===== config.mk =====
export PLATFORM = sky130hd
export DESIGN_NAME = pqt_core
export DESIGN_NICKNAME = d
export VERILOG_FILES = /design/src/rtl/pqt_pkg.sv /design/src/rtl/pqt_core.sv
export SDC_FILE = /design/constraint.sdc
export NUM_CORES = 1
export LEC_CHECK = 0
export ABC_AREA = 1
export BUFFER_PORTS_ARGS = -buffer_cell sky130_fd_sc_hd__clkbuf_2
export CAP_MARGIN = 20
export CORE_MARGIN = 2
export CORE_UTILIZATION = 65
export DETAILED_ROUTE_END_ITERATION = 10
export GPL_ROUTABILITY_DRIVEN = 0
export GPL_TIMING_DRIVEN = 0
export PLACE_DENSITY = 0.84
export SKIP_LAST_GASP = 1
export SYNTH_ARGS = -nofsm -noshare
export SYNTH_HDL_FRONTEND = slang
export SYNTH_SLANG_ARGS = --single-unit

===== constraint.sdc =====
create_clock -name pclk -period 8.5 [get_ports pclk]
set_input_delay 0 -clock pclk [delete_from_list [all_inputs] [get_ports pclk]]
set_output_delay 0 -clock pclk [all_outputs]
set_load 0.01 [all_outputs]

===== src/rtl/pqt_pkg.sv =====
// Summary of operation
// - Runt: first level crossed twice in a row, second level never crossed.
// - Runt range any: fire on every runt whatever its duration.
// - Runt range longer/shorter: duration above/below runt width.
// - Runt within: width minus/plus delta inclusive; outside: beyond band.
// - Window enter: fire when signal moves into the band between levels.
// - Window exit: fire when signal moves out of the band.
// - Window stay inside: fire on time spent between levels, time-qualified.
// - Time condition used only for stay inside/outside, not enter/exit.
// - Window within: stay at least width-delta and at most width+delta.
// - Window outside: stay shorter than width-delta or longer than width+delta.
// - Window shorter: limit crossed before width time elapsed.
// - Window longer: limit crossed only after width time elapsed.
// - Timeout: fire after no expected level transition for the set time.
// - Timeout range picks stays high, stays low, or either state.
// - Interval: time between successive rising or successive falling edges.
// - Interval either slope: both edges used at once.
// - Interval within/outside: inside/outside width plus or minus delta.
// - Interval shorter/longer: below/above interval width.
// - Slew: start timing at lower (rising) or upper (falling) crossing.
// - Slew: stop at second level; elapsed time is the transition time.
// - Slew within/outside: inside/outside limit plus or minus delta.
// - Slew shorter/longer: below/above the slew limit.
// - Slew either slope: rising and falling both accepted, first one wins.
`default_nettype none
package pqt_pkg;

   // Register byte offsets
   localparam int unsigned PQT_AW         = 5;
   localparam logic [4:0]  PQT_OFF_CTRL   = 5'h00;
   localparam logic [4:0]  PQT_OFF_WIDTH  = 5'h04;
   localparam logic [4:0]  PQT_OFF_DELTA  = 5'h08;
   localparam logic [4:0]  PQT_OFF_MEAS   = 5'h0C;
   localparam logic [4:0]  PQT_OFF_COUNT  = 5'h10;
   localparam logic [4:0]  PQT_OFF_STATUS = 5'h14;

   typedef enum logic [2:0] {
      PQT_MODE_RUNT, PQT_MODE_WINDOW, PQT_MODE_TIMEOUT,
      PQT_MODE_INTERVAL, PQT_MODE_SLEW
   } pqt_mode_t;

   typedef enum logic [2:0] {
      PQT_RNG_ANY, PQT_RNG_LONGER, PQT_RNG_SHORTER,
      PQT_RNG_WITHIN, PQT_RNG_OUTSIDE
   } pqt_range_t;

   typedef enum logic [1:0] {
      PQT_SLOPE_POS, PQT_SLOPE_NEG, PQT_SLOPE_EITHER
   } pqt_slope_t;

   typedef enum logic [1:0] {
      PQT_VC_ENTER, PQT_VC_EXIT, PQT_VC_STAY_IN, PQT_VC_STAY_OUT
   } pqt_vcond_t;

   typedef enum logic [1:0] {
      PQT_TO_HIGH, PQT_TO_LOW, PQT_TO_EITHER
   } pqt_tor_t;

   // Control word, enable in bit 0
   typedef struct packed {
      pqt_tor_t   tor;
      pqt_vcond_t vcond;
      pqt_slope_t slope;
      pqt_range_t range;
      pqt_mode_t  mode;
      logic       enable;
   } pqt_cfg_t;

   localparam int unsigned PQT_CFG_W   = $bits(pqt_cfg_t);
   localparam pqt_cfg_t    PQT_CFG_RST = '0;

   // Comparator indications: above upper, above lower, above single level
   typedef struct packed {
      logic upper;
      logic lower;
      logic level;
   } pqt_cmp_t;

   localparam logic [31:0] PQT_REG_RST = 32'h0000_0000;
   localparam int unsigned PQT_ST_RUN  = 0;
   localparam int unsigned PQT_ST_SEEN = 1;
   localparam int unsigned PQT_ST_DIR  = 2;

endpackage : pqt_pkg
`default_nettype wire


===== src/rtl/pqt_core.sv =====
`timescale 1ns/10ps
`default_nettype none
module pqt_core #(
   parameter int unsigned CNT_W = 32
) (
   input  wire logic                        pclk,
   input  wire logic                        presetn,
   input  wire logic                        ce,
   input  wire logic                        psel,
   input  wire logic                        penable,
   input  wire logic                        pwrite,
   input  wire logic [pqt_pkg::PQT_AW-1:0]  paddr,
   input  wire logic [31:0]                 pwdata,
   input  wire logic [3:0]                  pstrb,
   input  wire pqt_pkg::pqt_cmp_t           cmp_i,
   output logic [31:0]                      prdata,
   output logic                             pready,
   output logic                             pslverr,
   output logic                             trig_o
);
   import pqt_pkg::*;

   // Register state
   pqt_cfg_t          cfg_q;
   logic [CNT_W-1:0]  width_q;
   logic [CNT_W-1:0]  delta_q;
   logic [CNT_W-1:0]  meas_q;
   logic [31:0]       tcount_q;
   logic [31:0]       prdata_q;
   logic              pready_q;
   logic              pslverr_q;
   logic              trig_q;

   // Measurement state
   pqt_cmp_t          cmp_q;
   logic              seen_q;
   logic              run_q;
   logic              dir_q;
   logic [CNT_W-1:0]  cnt_q;
   // Fall-to-fall timing, only used for interval with either slope
   logic              alt_run_q;
   logic [CNT_W-1:0]  alt_cnt_q;

   // Combinational event results
   logic              start;
   logic              start_dir;
   logic              stop;
   logic              done;
   logic              fire;
   logic              alt_start;
   logic              alt_done;

   // Bus decode
   logic              access;
   logic              wr;
   logic              wr_ctrl;
   logic              restart;

   // Byte-lane merge of a write
   function automatic logic [31:0] merge(input logic [31:0] old,
                                         input logic [31:0] wd,
                                         input logic [3:0]  strb);
      logic [31:0] r;
      r = old;
      for (int i = 0; i < 4; i++) begin
         if (strb[i]) begin
            r[i*8 +: 8] = wd[i*8 +: 8];
         end
      end
      return r;
   endfunction

   // Range test shared by every timed mode except timeout
   function automatic logic qualify(input logic [CNT_W-1:0] dur,
                                    input pqt_range_t       rng,
                                    input logic [CNT_W-1:0] w,
                                    input logic [CNT_W-1:0] d);
      logic [CNT_W:0] lo;
      logic [CNT_W:0] hi;
      logic           in_band;
      // Low bound clamps at zero instead of wrapping
      lo = (w > d) ? {1'b0, w - d} : '0;
      hi = {1'b0, w} + {1'b0, d};
      in_band = ({1'b0, dur} >= lo) && ({1'b0, dur} <= hi);
      unique case (rng)
         PQT_RNG_ANY:     qualify = 1'b1;
         PQT_RNG_LONGER:  qualify = dur > w;
         PQT_RNG_SHORTER: qualify = dur < w;
         PQT_RNG_WITHIN:  qualify = in_band;
         PQT_RNG_OUTSIDE: qualify = !in_band;
         default:         qualify = 1'b0;
      endcase
   endfunction

   // Edges only count once a previous sample exists
   logic lo_rise, lo_fall, up_rise, up_fall, lv_rise, lv_fall;
   logic in_now, in_was, reg_now, reg_was, to_match;
   assign lo_rise = seen_q & cmp_i.lower & ~cmp_q.lower;
   assign lo_fall = seen_q & ~cmp_i.lower & cmp_q.lower;
   assign up_rise = seen_q & cmp_i.upper & ~cmp_q.upper;
   assign up_fall = seen_q & ~cmp_i.upper & cmp_q.upper;
   assign lv_rise = seen_q & cmp_i.level & ~cmp_q.level;
   assign lv_fall = seen_q & ~cmp_i.level & cmp_q.level;
   assign in_now  = cmp_i.lower & ~cmp_i.upper;
   assign in_was  = cmp_q.lower & ~cmp_q.upper;
   assign reg_now = (cfg_q.vcond == PQT_VC_STAY_OUT) ? ~in_now : in_now;
   assign reg_was = (cfg_q.vcond == PQT_VC_STAY_OUT) ? ~in_was : in_was;

   // Timeout: which held state is being timed
   always_comb begin
      unique case (cfg_q.tor)
         PQT_TO_HIGH: to_match = cmp_i.level;
         PQT_TO_LOW:  to_match = ~cmp_i.level;
         default:     to_match = 1'b1;
      endcase
   end

   // Per-mode crossing sequencer
   always_comb begin
      logic pos_ok;
      logic neg_ok;
      logic sel_edge;
      pos_ok    = cfg_q.slope != PQT_SLOPE_NEG;
      neg_ok    = cfg_q.slope != PQT_SLOPE_POS;
      sel_edge  = 1'b0;
      start     = 1'b0;
      start_dir = 1'b0;
      stop      = 1'b0;
      done      = 1'b0;
      fire      = 1'b0;
      alt_start = 1'b0;
      alt_done  = 1'b0;
      unique case (cfg_q.mode)
         PQT_MODE_RUNT: begin
            if (run_q) begin
               // Dir 0 enters from below, dir 1 from above
               if (!dir_q && up_rise) begin
                  stop = 1'b1;
               end else if (!dir_q && lo_fall) begin
                  done = 1'b1;
               end else if (dir_q && lo_fall) begin
                  stop = 1'b1;
               end else if (dir_q && up_rise) begin
                  done = 1'b1;
               end
            end else if (pos_ok && lo_rise && !cmp_i.upper) begin
               start = 1'b1;
            end else if (neg_ok && up_fall && cmp_i.lower) begin
               start     = 1'b1;
               start_dir = 1'b1;
            end
            stop = stop | done;
            fire = done && qualify(cnt_q, cfg_q.range, width_q, delta_q);
         end
         PQT_MODE_WINDOW: begin
            unique case (cfg_q.vcond)
               PQT_VC_ENTER: fire = seen_q & in_now & ~in_was;
               PQT_VC_EXIT:  fire = seen_q & ~in_now & in_was;
               default: begin
                  // Stay time is judged when the region is left
                  if (run_q && !reg_now) begin
                     done = 1'b1;
                     stop = 1'b1;
                  end else if (seen_q && reg_now && !reg_was) begin
                     start = 1'b1;
                  end
                  fire = done && qualify(cnt_q, cfg_q.range, width_q,
                                         delta_q);
               end
            endcase
         end
         PQT_MODE_TIMEOUT: begin
            if (seen_q && to_match && (lv_rise || lv_fall || !run_q)) begin
               start = 1'b1;
            end else if (!to_match) begin
               stop = 1'b1;
            end
            // Counter counts on past the limit, so this fires once
            fire = run_q && !start && to_match && (cnt_q == width_q);
         end
         PQT_MODE_INTERVAL: begin
            unique case (cfg_q.slope)
               PQT_SLOPE_POS: sel_edge = lv_rise;
               PQT_SLOPE_NEG: sel_edge = lv_fall;
               default: begin
                  // Rise-to-rise and fall-to-fall timed side by side
                  sel_edge  = lv_rise;
                  alt_start = lv_fall;
                  alt_done  = lv_fall & alt_run_q;
               end
            endcase
            if (sel_edge) begin
               done  = run_q;
               start = 1'b1;
            end
            fire = (done && qualify(cnt_q, cfg_q.range, width_q, delta_q))
                   || (alt_done && qualify(alt_cnt_q, cfg_q.range, width_q,
                                           delta_q));
         end
         PQT_MODE_SLEW: begin
            if (run_q) begin
               // Dir 0 rising: lower to upper; dir 1 falling
               if (!dir_q && up_rise) begin
                  done = 1'b1;
               end else if (!dir_q && lo_fall) begin
                  stop = 1'b1;
               end else if (dir_q && lo_fall) begin
                  done = 1'b1;
               end else if (dir_q && up_rise) begin
                  stop = 1'b1;
               end
            end else if (pos_ok && lo_rise && !cmp_i.upper) begin
               start = 1'b1;
            end else if (neg_ok && up_fall && cmp_i.lower) begin
               start     = 1'b1;
               start_dir = 1'b1;
            end
            stop = stop | done;
            fire = done && qualify(cnt_q, cfg_q.range, width_q, delta_q);
         end
         default: begin
            fire = 1'b0;
         end
      endcase
   end

   // APB decode: zero-wait answer, pready raised from the setup cycle
   assign access  = psel & penable & pready_q;
   assign wr      = access & pwrite;
   assign wr_ctrl = wr & (paddr == PQT_OFF_CTRL);
   // Config change or disable throws away any measurement in flight
   assign restart = wr_ctrl | ~cfg_q.enable;

   // Write data merged into the old value, byte lane by byte lane
   logic [31:0]       ctrl_m;
   logic [31:0]       width_m;
   logic [31:0]       delta_m;
   assign ctrl_m  = merge(32'(cfg_q), pwdata, pstrb);
   assign width_m = merge(32'(width_q), pwdata, pstrb);
   assign delta_m = merge(32'(delta_q), pwdata, pstrb);

   // Configuration registers
   always_ff @(posedge pclk or negedge presetn) begin
      if (!presetn) begin
         cfg_q   <= PQT_CFG_RST;
         width_q <= PQT_REG_RST[CNT_W-1:0];
         delta_q <= PQT_REG_RST[CNT_W-1:0];
      end else if (ce && wr) begin
         unique case (paddr)
            PQT_OFF_CTRL: begin
               cfg_q <= pqt_cfg_t'(ctrl_m[PQT_CFG_W-1:0]);
            end
            PQT_OFF_WIDTH: begin
               width_q <= width_m[CNT_W-1:0];
            end
            PQT_OFF_DELTA: begin
               delta_q <= delta_m[CNT_W-1:0];
            end
            default: begin
               cfg_q <= cfg_q;
            end
         endcase
      end
   end

   // APB answer path
   always_ff @(posedge pclk or negedge presetn) begin
      if (!presetn) begin
         pready_q  <= 1'b0;
         pslverr_q <= 1'b0;
         prdata_q  <= PQT_REG_RST;
      end else if (ce) begin
         pready_q  <= psel & ~penable & ~pready_q;
         if (psel && !penable) begin
            pslverr_q <= 1'b0;
            unique case (paddr)
               PQT_OFF_CTRL:   prdata_q <= 32'(cfg_q);
               PQT_OFF_WIDTH:  prdata_q <= 32'(width_q);
               PQT_OFF_DELTA:  prdata_q <= 32'(delta_q);
               PQT_OFF_MEAS:   prdata_q <= 32'(meas_q);
               PQT_OFF_COUNT:  prdata_q <= tcount_q;
               PQT_OFF_STATUS: begin
                  prdata_q <= PQT_REG_RST;
                  prdata_q[PQT_ST_RUN]  <= run_q;
                  prdata_q[PQT_ST_SEEN] <= seen_q;
                  prdata_q[PQT_ST_DIR]  <= dir_q;
               end
               default: begin
                  prdata_q  <= PQT_REG_RST;
                  pslverr_q <= 1'b1;
               end
            endcase
         end
      end
   end

   // Previous comparator sample and its validity
   always_ff @(posedge pclk or negedge presetn) begin
      if (!presetn) begin
         cmp_q  <= '0;
         seen_q <= 1'b0;
      end else if (ce) begin
         cmp_q  <= cmp_i;
         seen_q <= ~restart;
      end
   end

   // Duration counter, counts sampling cycles and saturates
   always_ff @(posedge pclk or negedge presetn) begin
      if (!presetn) begin
         run_q <= 1'b0;
         dir_q <= 1'b0;
         cnt_q <= '0;
      end else if (ce) begin
         if (restart) begin
            run_q <= 1'b0;
            dir_q <= 1'b0;
            cnt_q <= '0;
         end else if (start) begin
            run_q <= 1'b1;
            dir_q <= start_dir;
            cnt_q <= CNT_W'(1);
         end else begin
            if (stop) begin
               run_q <= 1'b0;
            end
            if (run_q && !(&cnt_q)) begin
               cnt_q <= cnt_q + CNT_W'(1);
            end
         end
      end
   end

   // Fall-to-fall counter, counts sampling cycles and saturates
   always_ff @(posedge pclk or negedge presetn) begin
      if (!presetn) begin
         alt_run_q <= 1'b0;
         alt_cnt_q <= '0;
      end else if (ce) begin
         if (restart) begin
            alt_run_q <= 1'b0;
            alt_cnt_q <= '0;
         end else if (alt_start) begin
            alt_run_q <= 1'b1;
            alt_cnt_q <= CNT_W'(1);
         end else if (alt_run_q && !(&alt_cnt_q)) begin
            alt_cnt_q <= alt_cnt_q + CNT_W'(1);
         end
      end
   end

   // Trigger pulse, last duration and trigger count
   always_ff @(posedge pclk or negedge presetn) begin
      if (!presetn) begin
         trig_q   <= 1'b0;
         meas_q   <= '0;
         tcount_q <= PQT_REG_RST;
      end else if (ce) begin
         trig_q <= fire & ~restart;
         if (done && !restart) begin
            meas_q <= cnt_q;
         end else if (alt_done && !restart) begin
            meas_q <= alt_cnt_q;
         end
         // A trigger in the clearing cycle still counts
         if (fire && !restart) begin
            if (wr && paddr == PQT_OFF_COUNT) begin
               tcount_q <= 32'h0000_0001;
            end else begin
               tcount_q <= tcount_q + 32'h0000_0001;
            end
         end else if (wr && paddr == PQT_OFF_COUNT) begin
            tcount_q <= PQT_REG_RST;
         end
      end
   end

   assign prdata  = prdata_q;
   assign pready  = pready_q;
   assign pslverr = pslverr_q;
   assign trig_o  = trig_q;

endmodule // pqt_core
`default_nettype wire


# [Word level (Yosys, flattened, before mapping)]
# Cells that the tools add are included.
[totals] regBits=247 mem_bits_rw=0 romBits=0 elab_cells=266 mem_count=0 latchBits=0 inputBits=50
[classes] addsub=5 n_shift=0 reduce_logical=84 div_mod_pow=0 n_eq_ne=19 n_bitwise=41 muxes=78 mul=0 magnitude_cmp=9
[ops] op="$mux W32" n=12
[ops] op="$pmux W32 S6" n=1
[ops] op="$add A32 B1 Y32 const B" n=3
[ops] op="$gt A32 B32 Y1" n=3
[ops] op="$le A32 B33 Y1" n=2
[ops] op="$lt A32 B32 Y1" n=2
[ops] op="$reduce_and A32 Y1" n=2
[ops] op="$mux W1" n=57
[ops] op="$add A32 B32 Y33" n=1
[ops] op="$ge A32 B33 Y1" n=1
[ops] op="$eq A32 B32 Y1" n=1
[ops] op="$ge A32 B32 Y1" n=1
[ops] op="$sub A32 B32 Y32" n=1
[ops] op="$logic_and A1 B1 Y1" n=31
[ops] op="$reduce_and A3 Y1" n=10
[ops] op="$and A1 B1 Y1" n=26
[ops] op="$reduce_and A2 Y1" n=8
[ops] op="$pmux W1 S5" n=3
[ops] op="$eq A3 B2 Y1 const B" n=4
[ops] op="$logic_not A1 Y1" n=12
[ops] op="$not A1 Y1" n=12
[ops] op="$pmux W1 S4" n=3
[ops] op="$eq A5 B4 Y1 const B" n=2
[ops] op="$eq A5 B5 Y1 const B" n=2
[ops] op="other kinds (16)" n=36

# [Logic depth before layout (Yosys ltp)]
[depth] word_depth=16 depth_mapped=38 depth_no_buf=36

# [Worst setup path before layout]
# Ideal clock, no wire load.
[synth_path] kind="reg-to-reg" startpoint="register width_q[0]" endpoint="register tcount_q[10]" required_ps=8383 arrival_time_ps=4234 synth_period_minus_slack_ps=4351 n_path_buf=1 stages_incl_launch_ff=36 setup_slack_ps=4149 path_cell_list="dfrtp_1 inv_1 ha_1 inv_1 fa_1 inv_1 o21ai_1 nand2_1 nand2_1 a21oi_1 or2_1 nand2_1 a21oi_2 o21ai_1 nand2_1 nand2_1 a21boi_0 nand2b_1 nand2_1 nand2_1 nand3_1 ha_1 nand2_1 nor2_1 nand2_1 nor4_1 nand3b_1 nand4_1 nand2_1 nand2_1 nand3_2 nand2_2 nand3_4 buf_4 nand4_1 nand2_1"
[synth_between] elab_chain_cells=14 word_cells_on_any_way=38 classes_between="2 x add/sub; 9 x order compare; 1 x eq/ne; 12 x mux; 14 x reduce/logical"
[synth_lines] element="start: declaration" line="pqt_core.sv:25" rtl="logic [CNT_W-1:0] width_q;"
[synth_lines] element="start signal: assignment" line="pqt_core.sv:246" rtl="width_q <= PQT_REG_RST[CNT_W-1:0];"
[synth_lines] element="start signal: assignment" line="pqt_core.sv:254" rtl="width_q <= width_m[CNT_W-1:0];"
[synth_lines] element="$sub A32 B32 Y32 or $gt A32 B32 Y1 (tied branches)" line="pqt_core.sv:82" rtl="lo = (w > d) ? {1'b0, w - d} : '0;"
[synth_lines] element="$mux W32" line="pqt_core.sv:82"
[synth_lines] element="$ge A32 B32 Y1" line="pqt_core.sv:84" rtl="in_band = ({1'b0, dur} >= lo) && ({1'b0, dur} <= hi);"
[synth_lines] element="$logic_and A1 B1 Y1" line="pqt_core.sv:84"
[synth_lines] element="$logic_not A1 Y1" line="pqt_core.sv:90" rtl="PQT_RNG_OUTSIDE: qualify = !in_band;"
[synth_lines] element="$pmux W1 S5" line="pqt_core.sv:85" rtl="unique case (rng)"
[synth_lines] element="$mux W1" line="pqt_core.sv:156" rtl="unique case (cfg_q.vcond)"
[synth_lines] element="$mux W1" line="pqt_core.sv:133" rtl="unique case (cfg_q.mode)"
[synth_lines] element="$logic_and A1 B1 Y1" line="pqt_core.sv:167" rtl="fire = done && qualify(cnt_q, cfg_q.range, width_q,"
[synth_lines] element="$pmux W1 S2" line="pqt_core.sv:156"
[synth_lines] element="$pmux W1 S5 *" line="pqt_core.sv:133"
[synth_lines] element="$logic_and A1 B1 Y1 *" line="pqt_core.sv:366" rtl="if (fire && !restart) begin"
[synth_lines] element="$reduce_bool A2 Y1 (no line)"
[synth_lines] element="$reduce_and A2 Y1 (no line)"
[synth_lines] element="end signal: assignment" line="pqt_core.sv:370" rtl="tcount_q <= tcount_q + 32'h0000_0001;"
[synth_lines] element="end: declaration" line="pqt_core.sv:28" rtl="logic [31:0] tcount_q;"
# Mark *: on every way between the ends. The rest lies on a longest branch, timed or not. The select of a mux whose other input is x is not followed.
# A chain may end at the register's enable or synchronous reset.

# [Worst setup path after layout]
[layout_path] startpoint="register width_q[0]" endpoint="register tcount_q[12]"
# Same word-level chain as after synthesis.

==> results.sh <==
export IMPL_violations="negative hold slack"
export IMPL_nets=3273
export IMPL_routedWlPerCell_um=22.0
export IMPL_vias=22297
export IMPL_power_frac_seq_pct=36.2
export IMPL_setup_slack_ns=2.24
export IMPL_numPortBuffers=84
export IMPL_rows=65
export IMPL_worst_clock_skew_ns=0.0253
export IMPL_ir_drop_uv=170
export IMPL_final_cell_count_no_fill=3385
export IMPL_power_frac_clock_pct=34.7
export IMPL_fp_dieW_um=183
export IMPL_endpoint_kind="flop"
export IMPL_min_period_ns=6.26
export IMPL_holdWs_ns=-0.0359
export IMPL_intPower_mw=2.45
export IMPL_status="finished, violations left"
export IMPL_drive_gt1_share_pct=8.85
export IMPL_stdcell_area_um2=23300
export IMPL_cts_sinks=247
export IMPL_syn_num_nets=3101
export IMPL_drc=0
export IMPL_die_h_um=183
export IMPL_grt_usage_pct=44.0
export IMPL_ys_warnings_count=0
export IMPL_grt_first_pass_wirelength_um=114000
export IMPL_grt_pass1_vias=21206
export IMPL_avgSynthCellArea_um2=7.45
export IMPL_cp_arrival_ns=6.76
export IMPL_grt_antenna_before_repair=0
export IMPL_cts_buffers=28
export IMPL_synth_edf_count=0
export IMPL_clk_path_buf_depth=3
export IMPL_syn_area_um2=20800
export IMPL_min_path_type="in2async"
export IMPL_max_cap_viol_count=0
export IMPL_seq_area_frac_synth_pct=29.7
export IMPL_setup_tns_final_ns=0
export IMPL_synthArstFlopShare_pct=100
export IMPL_reg2reg_setup_slack_ns=2.24
export IMPL_grt_max_degree=107
export IMPL_n_antenna_cell=0
export IMPL_combPwrFrac_pct=29.2
export IMPL_hpwl_um=57000
export IMPL_critPathLaunchType="flop"
export IMPL_cp_required_ns=9.00
export IMPL_slowest_delay_ns=0.70
export IMPL_tritoncts="built"
export IMPL_dieArea_um2=33400
export IMPL_ant_nets=0
export IMPL_dpl_cell_area_um2=21800
export IMPL_final_hold_violation_count=24
export IMPL_path_common_cell="nand2_1"
export IMPL_ys_ff_latch=247
export IMPL_setup_viol=0
export IMPL_syn_to_final_growth_pct=12.2
export IMPL_p_leak_nw=12.1
export IMPL_viasPerCell=6.59
export IMPL_worstMarginPinSlew_ns=1.07
export IMPL_totalWireLength_um=74300
export IMPL_cts_root_buf="clkbuf_16"
export IMPL_ios=85
export IMPL_synth_cell_types=75
export IMPL_reg2reg_depth=36
export IMPL_p_sw_mw=1.39
export IMPL_p_per_area_nw_per_um2=165
export IMPL_netSwitchingFraction_pct=36.2
export IMPL_syn_inst=2790
export IMPL_cts_resized=0
export IMPL_slew_headroom_pct=28.3
export IMPL_maxSlewViolCount=0
export IMPL_slowest_stage="nor4_1"
export IMPL_dr_first_iter_drc_count=3282
export IMPL_critPathKind="reg2reg"
export IMPL_rsz0062_at_grt="false"
export IMPL_core_area_um2=31600
export IMPL_dp_cells=3278
export IMPL_pre_cts_ws_ns=2.61
export IMPL_max_freq_mhz=160
export IMPL_clock_latency_ns=0.58
export IMPL_cp_max_fo=10
export IMPL_final_util_pct=73.9
export IMPL_cts_max_level=1
export IMPL_start_util_pct=65.9
export IMPL_fin_crit_sh_pct=73.6
export IMPL_drtPass1Iterations=8
export IMPL_cts_clk_slew_worst_paths_ns=0.06
export IMPL_overflow=0
export IMPL_yosys_most_used_dff="dfrtp_1"
==> stage by stage <==
step / power [mW] / hold WS (ns)
after global routing: 4.00 / 0.0408
after global placement: 2.39 / 0.224
after floorplan: 2.07 / -0.296
after CTS: 3.78 / 0.00326
final: 3.84 / -0.0359
after detailed placement: 2.45 / 0.0162
==> routing by layer <==
metal | up-vias | routed length (um) | GRT usage (%) | share of wire, %
li1 | 9878 | - | - | -
met1 | 10219 | 27000 | 55.1 | 36
met2 | 1760 | 31000 | 65.7 | 42
met3 | 440 | 9170 | 10.2 | 12
met4 | 0 | 7130 | 34.5 | 9.6
met5 | - | 0 | 0 | 0
==> Yosys cell counts (4+ instances only) <==
| master | n | area, um2 |
|---|---|---|
| o221ai_1 | 13 | 114 |
| o211ai_1 | 15 | 113 |
| xnor2_1 | 5 | 43.8 |
| a221oi_1 | 21 | 184 |
| nand2_2 | 8 | 50.1 |
| a21oi_1 | 231 | 1160 |
| and3_1 | 6 | 37.5 |
| nand2_1 | 565 | 2120 |
| a21boi_1 | 4 | 30.0 |
| a31oi_1 | 23 | 144 |
| o21ai_1 | 20 | 100 |
| o21ai_0 | 203 | 1020 |
| nor2_1 | 193 | 724 |
| inv_2 | 9 | 33.8 |
| nand3_2 | 37 | 370 |
| nor3_1 | 58 | 290 |
| o21bai_1 | 5 | 37.5 |
| buf_2 | 22 | 110 |
| nand4_1 | 76 | 475 |
| xor2_1 | 65 | 569 |
| nand3b_1 | 5 | 37.5 |
| nor4_1 | 23 | 144 |
| o22ai_1 | 47 | 294 |
| dfrtp_1 | 247 | 6180 |
| clkbuf_1 | 49 | 184 |
| nand3_1 | 107 | 536 |
| o21a_1 | 9 | 67.6 |
| nor2_2 | 9 | 56.3 |
| ha_1 | 259 | 3240 |
| or2_2 | 6 | 37.5 |
| a211oi_1 | 11 | 82.6 |
| inv_1 | 361 | 1360 |
==> power groups by stage <==
stage	registers (mW)	logic [mW]	clock network, mW
after floorplan	1.36	0.718	0
after global placement	1.40	0.986	0
after detailed placement	1.40	1.05	0
after CTS	1.38	1.08	1.32
after global routing	1.39	1.23	1.37
final	1.39	1.12	1.33
==> state kept, by name (all words and copies together) (netlist names) <==
| name | cells |
|---|---|
| seen_q | 1 |
| alt_cnt_q | 32 |
| dir_q | 1 |
| cmp_q | 3 |
| trig_o | 1 |
| cfg_q | 13 |
| meas_q | 32 |
| pslverr | 1 |
| delta_q | 32 |
| pready | 1 |
| prdata | 32 |
| cnt_q | 32 |
| alt_run_q | 1 |
| run_q | 1 |
| tcount_q | 32 |
| width_q | 32 |
==> critical path: cells and delay by family (launching register included) <==
kind | cells | cell delay [ns]
and+or+nand+nor | 24 | 3.18
buffers and inverters | 4 | 0.48
DFF | 1 | 0.51
AOI/OAI and AO/OA | 5 | 1.13
adders and majority gates | 3 | 0.87
==> cells by family (layout without fill, tap and decap cells) <==
logic type,after synthesis,in the layout,share of synthesized area (%)
AO/OA/AOI/OAI,634,634,17.6
XOR/XNOR,70,70,2.95
adder cells (fa/ha/maj),261,261,15.8
buffers and inverters,455,648,8.73
flip-flops,247,247,29.7
multiplexers,3,3,0.162
AND/OR/NAND/NOR,1120,1120,25.1
==> path summary, 6_finish.rpt <==
check                            from            end
min reg2reg                prdata[26]     prdata[26]
min in group pclk             penable     prdata[27]
max                        width_q[0]   tcount_q[12]
max reg2reg                width_q[0]   tcount_q[12]
max in group asynchronous     presetn    tcount_q[8]
min                           presetn  alt_cnt_q[27]
==> cells in the final DEF (no fill, tap or decap), types with 29 or more instances in the layout <==
cell type      count
a21oi_1          231
nor3_1            58
ha_1             259
nand3_2           37
o21ai_0          203
dlygate4sd3_1     56
clkbuf_2          84
nand4_1           76
o22ai_1           47
nor2_1           193
inv_1            361
xor2_1            65
nand3_1          107
dfrtp_1          247
clkbuf_1          54
clkbuf_16         29
nand2_1          565
==> what timing repair did <==
item,in CTS,in global routing
setup buffers,0,0
endpoints found under the hold margin,253,0
hold buffers,56,0
endpoints found under the setup margin,0,0
==> cell type report <==
| class | count | area, um2 |
|---|---|---|
| fill | 2382 | 8220 |
| clock buffer | 41 | 841 |
| inverter | 373 | 1400 |
| clock inverter | 10 | 150 |
| buffer | 82 | 412 |
| multi-input combinational | 2088 | 12800 |
| timing repair buffer | 142 | 1040 |
| sequential | 247 | 6180 |
| tap | 402 | 503 |
Power figures use the tool's default switching activity.
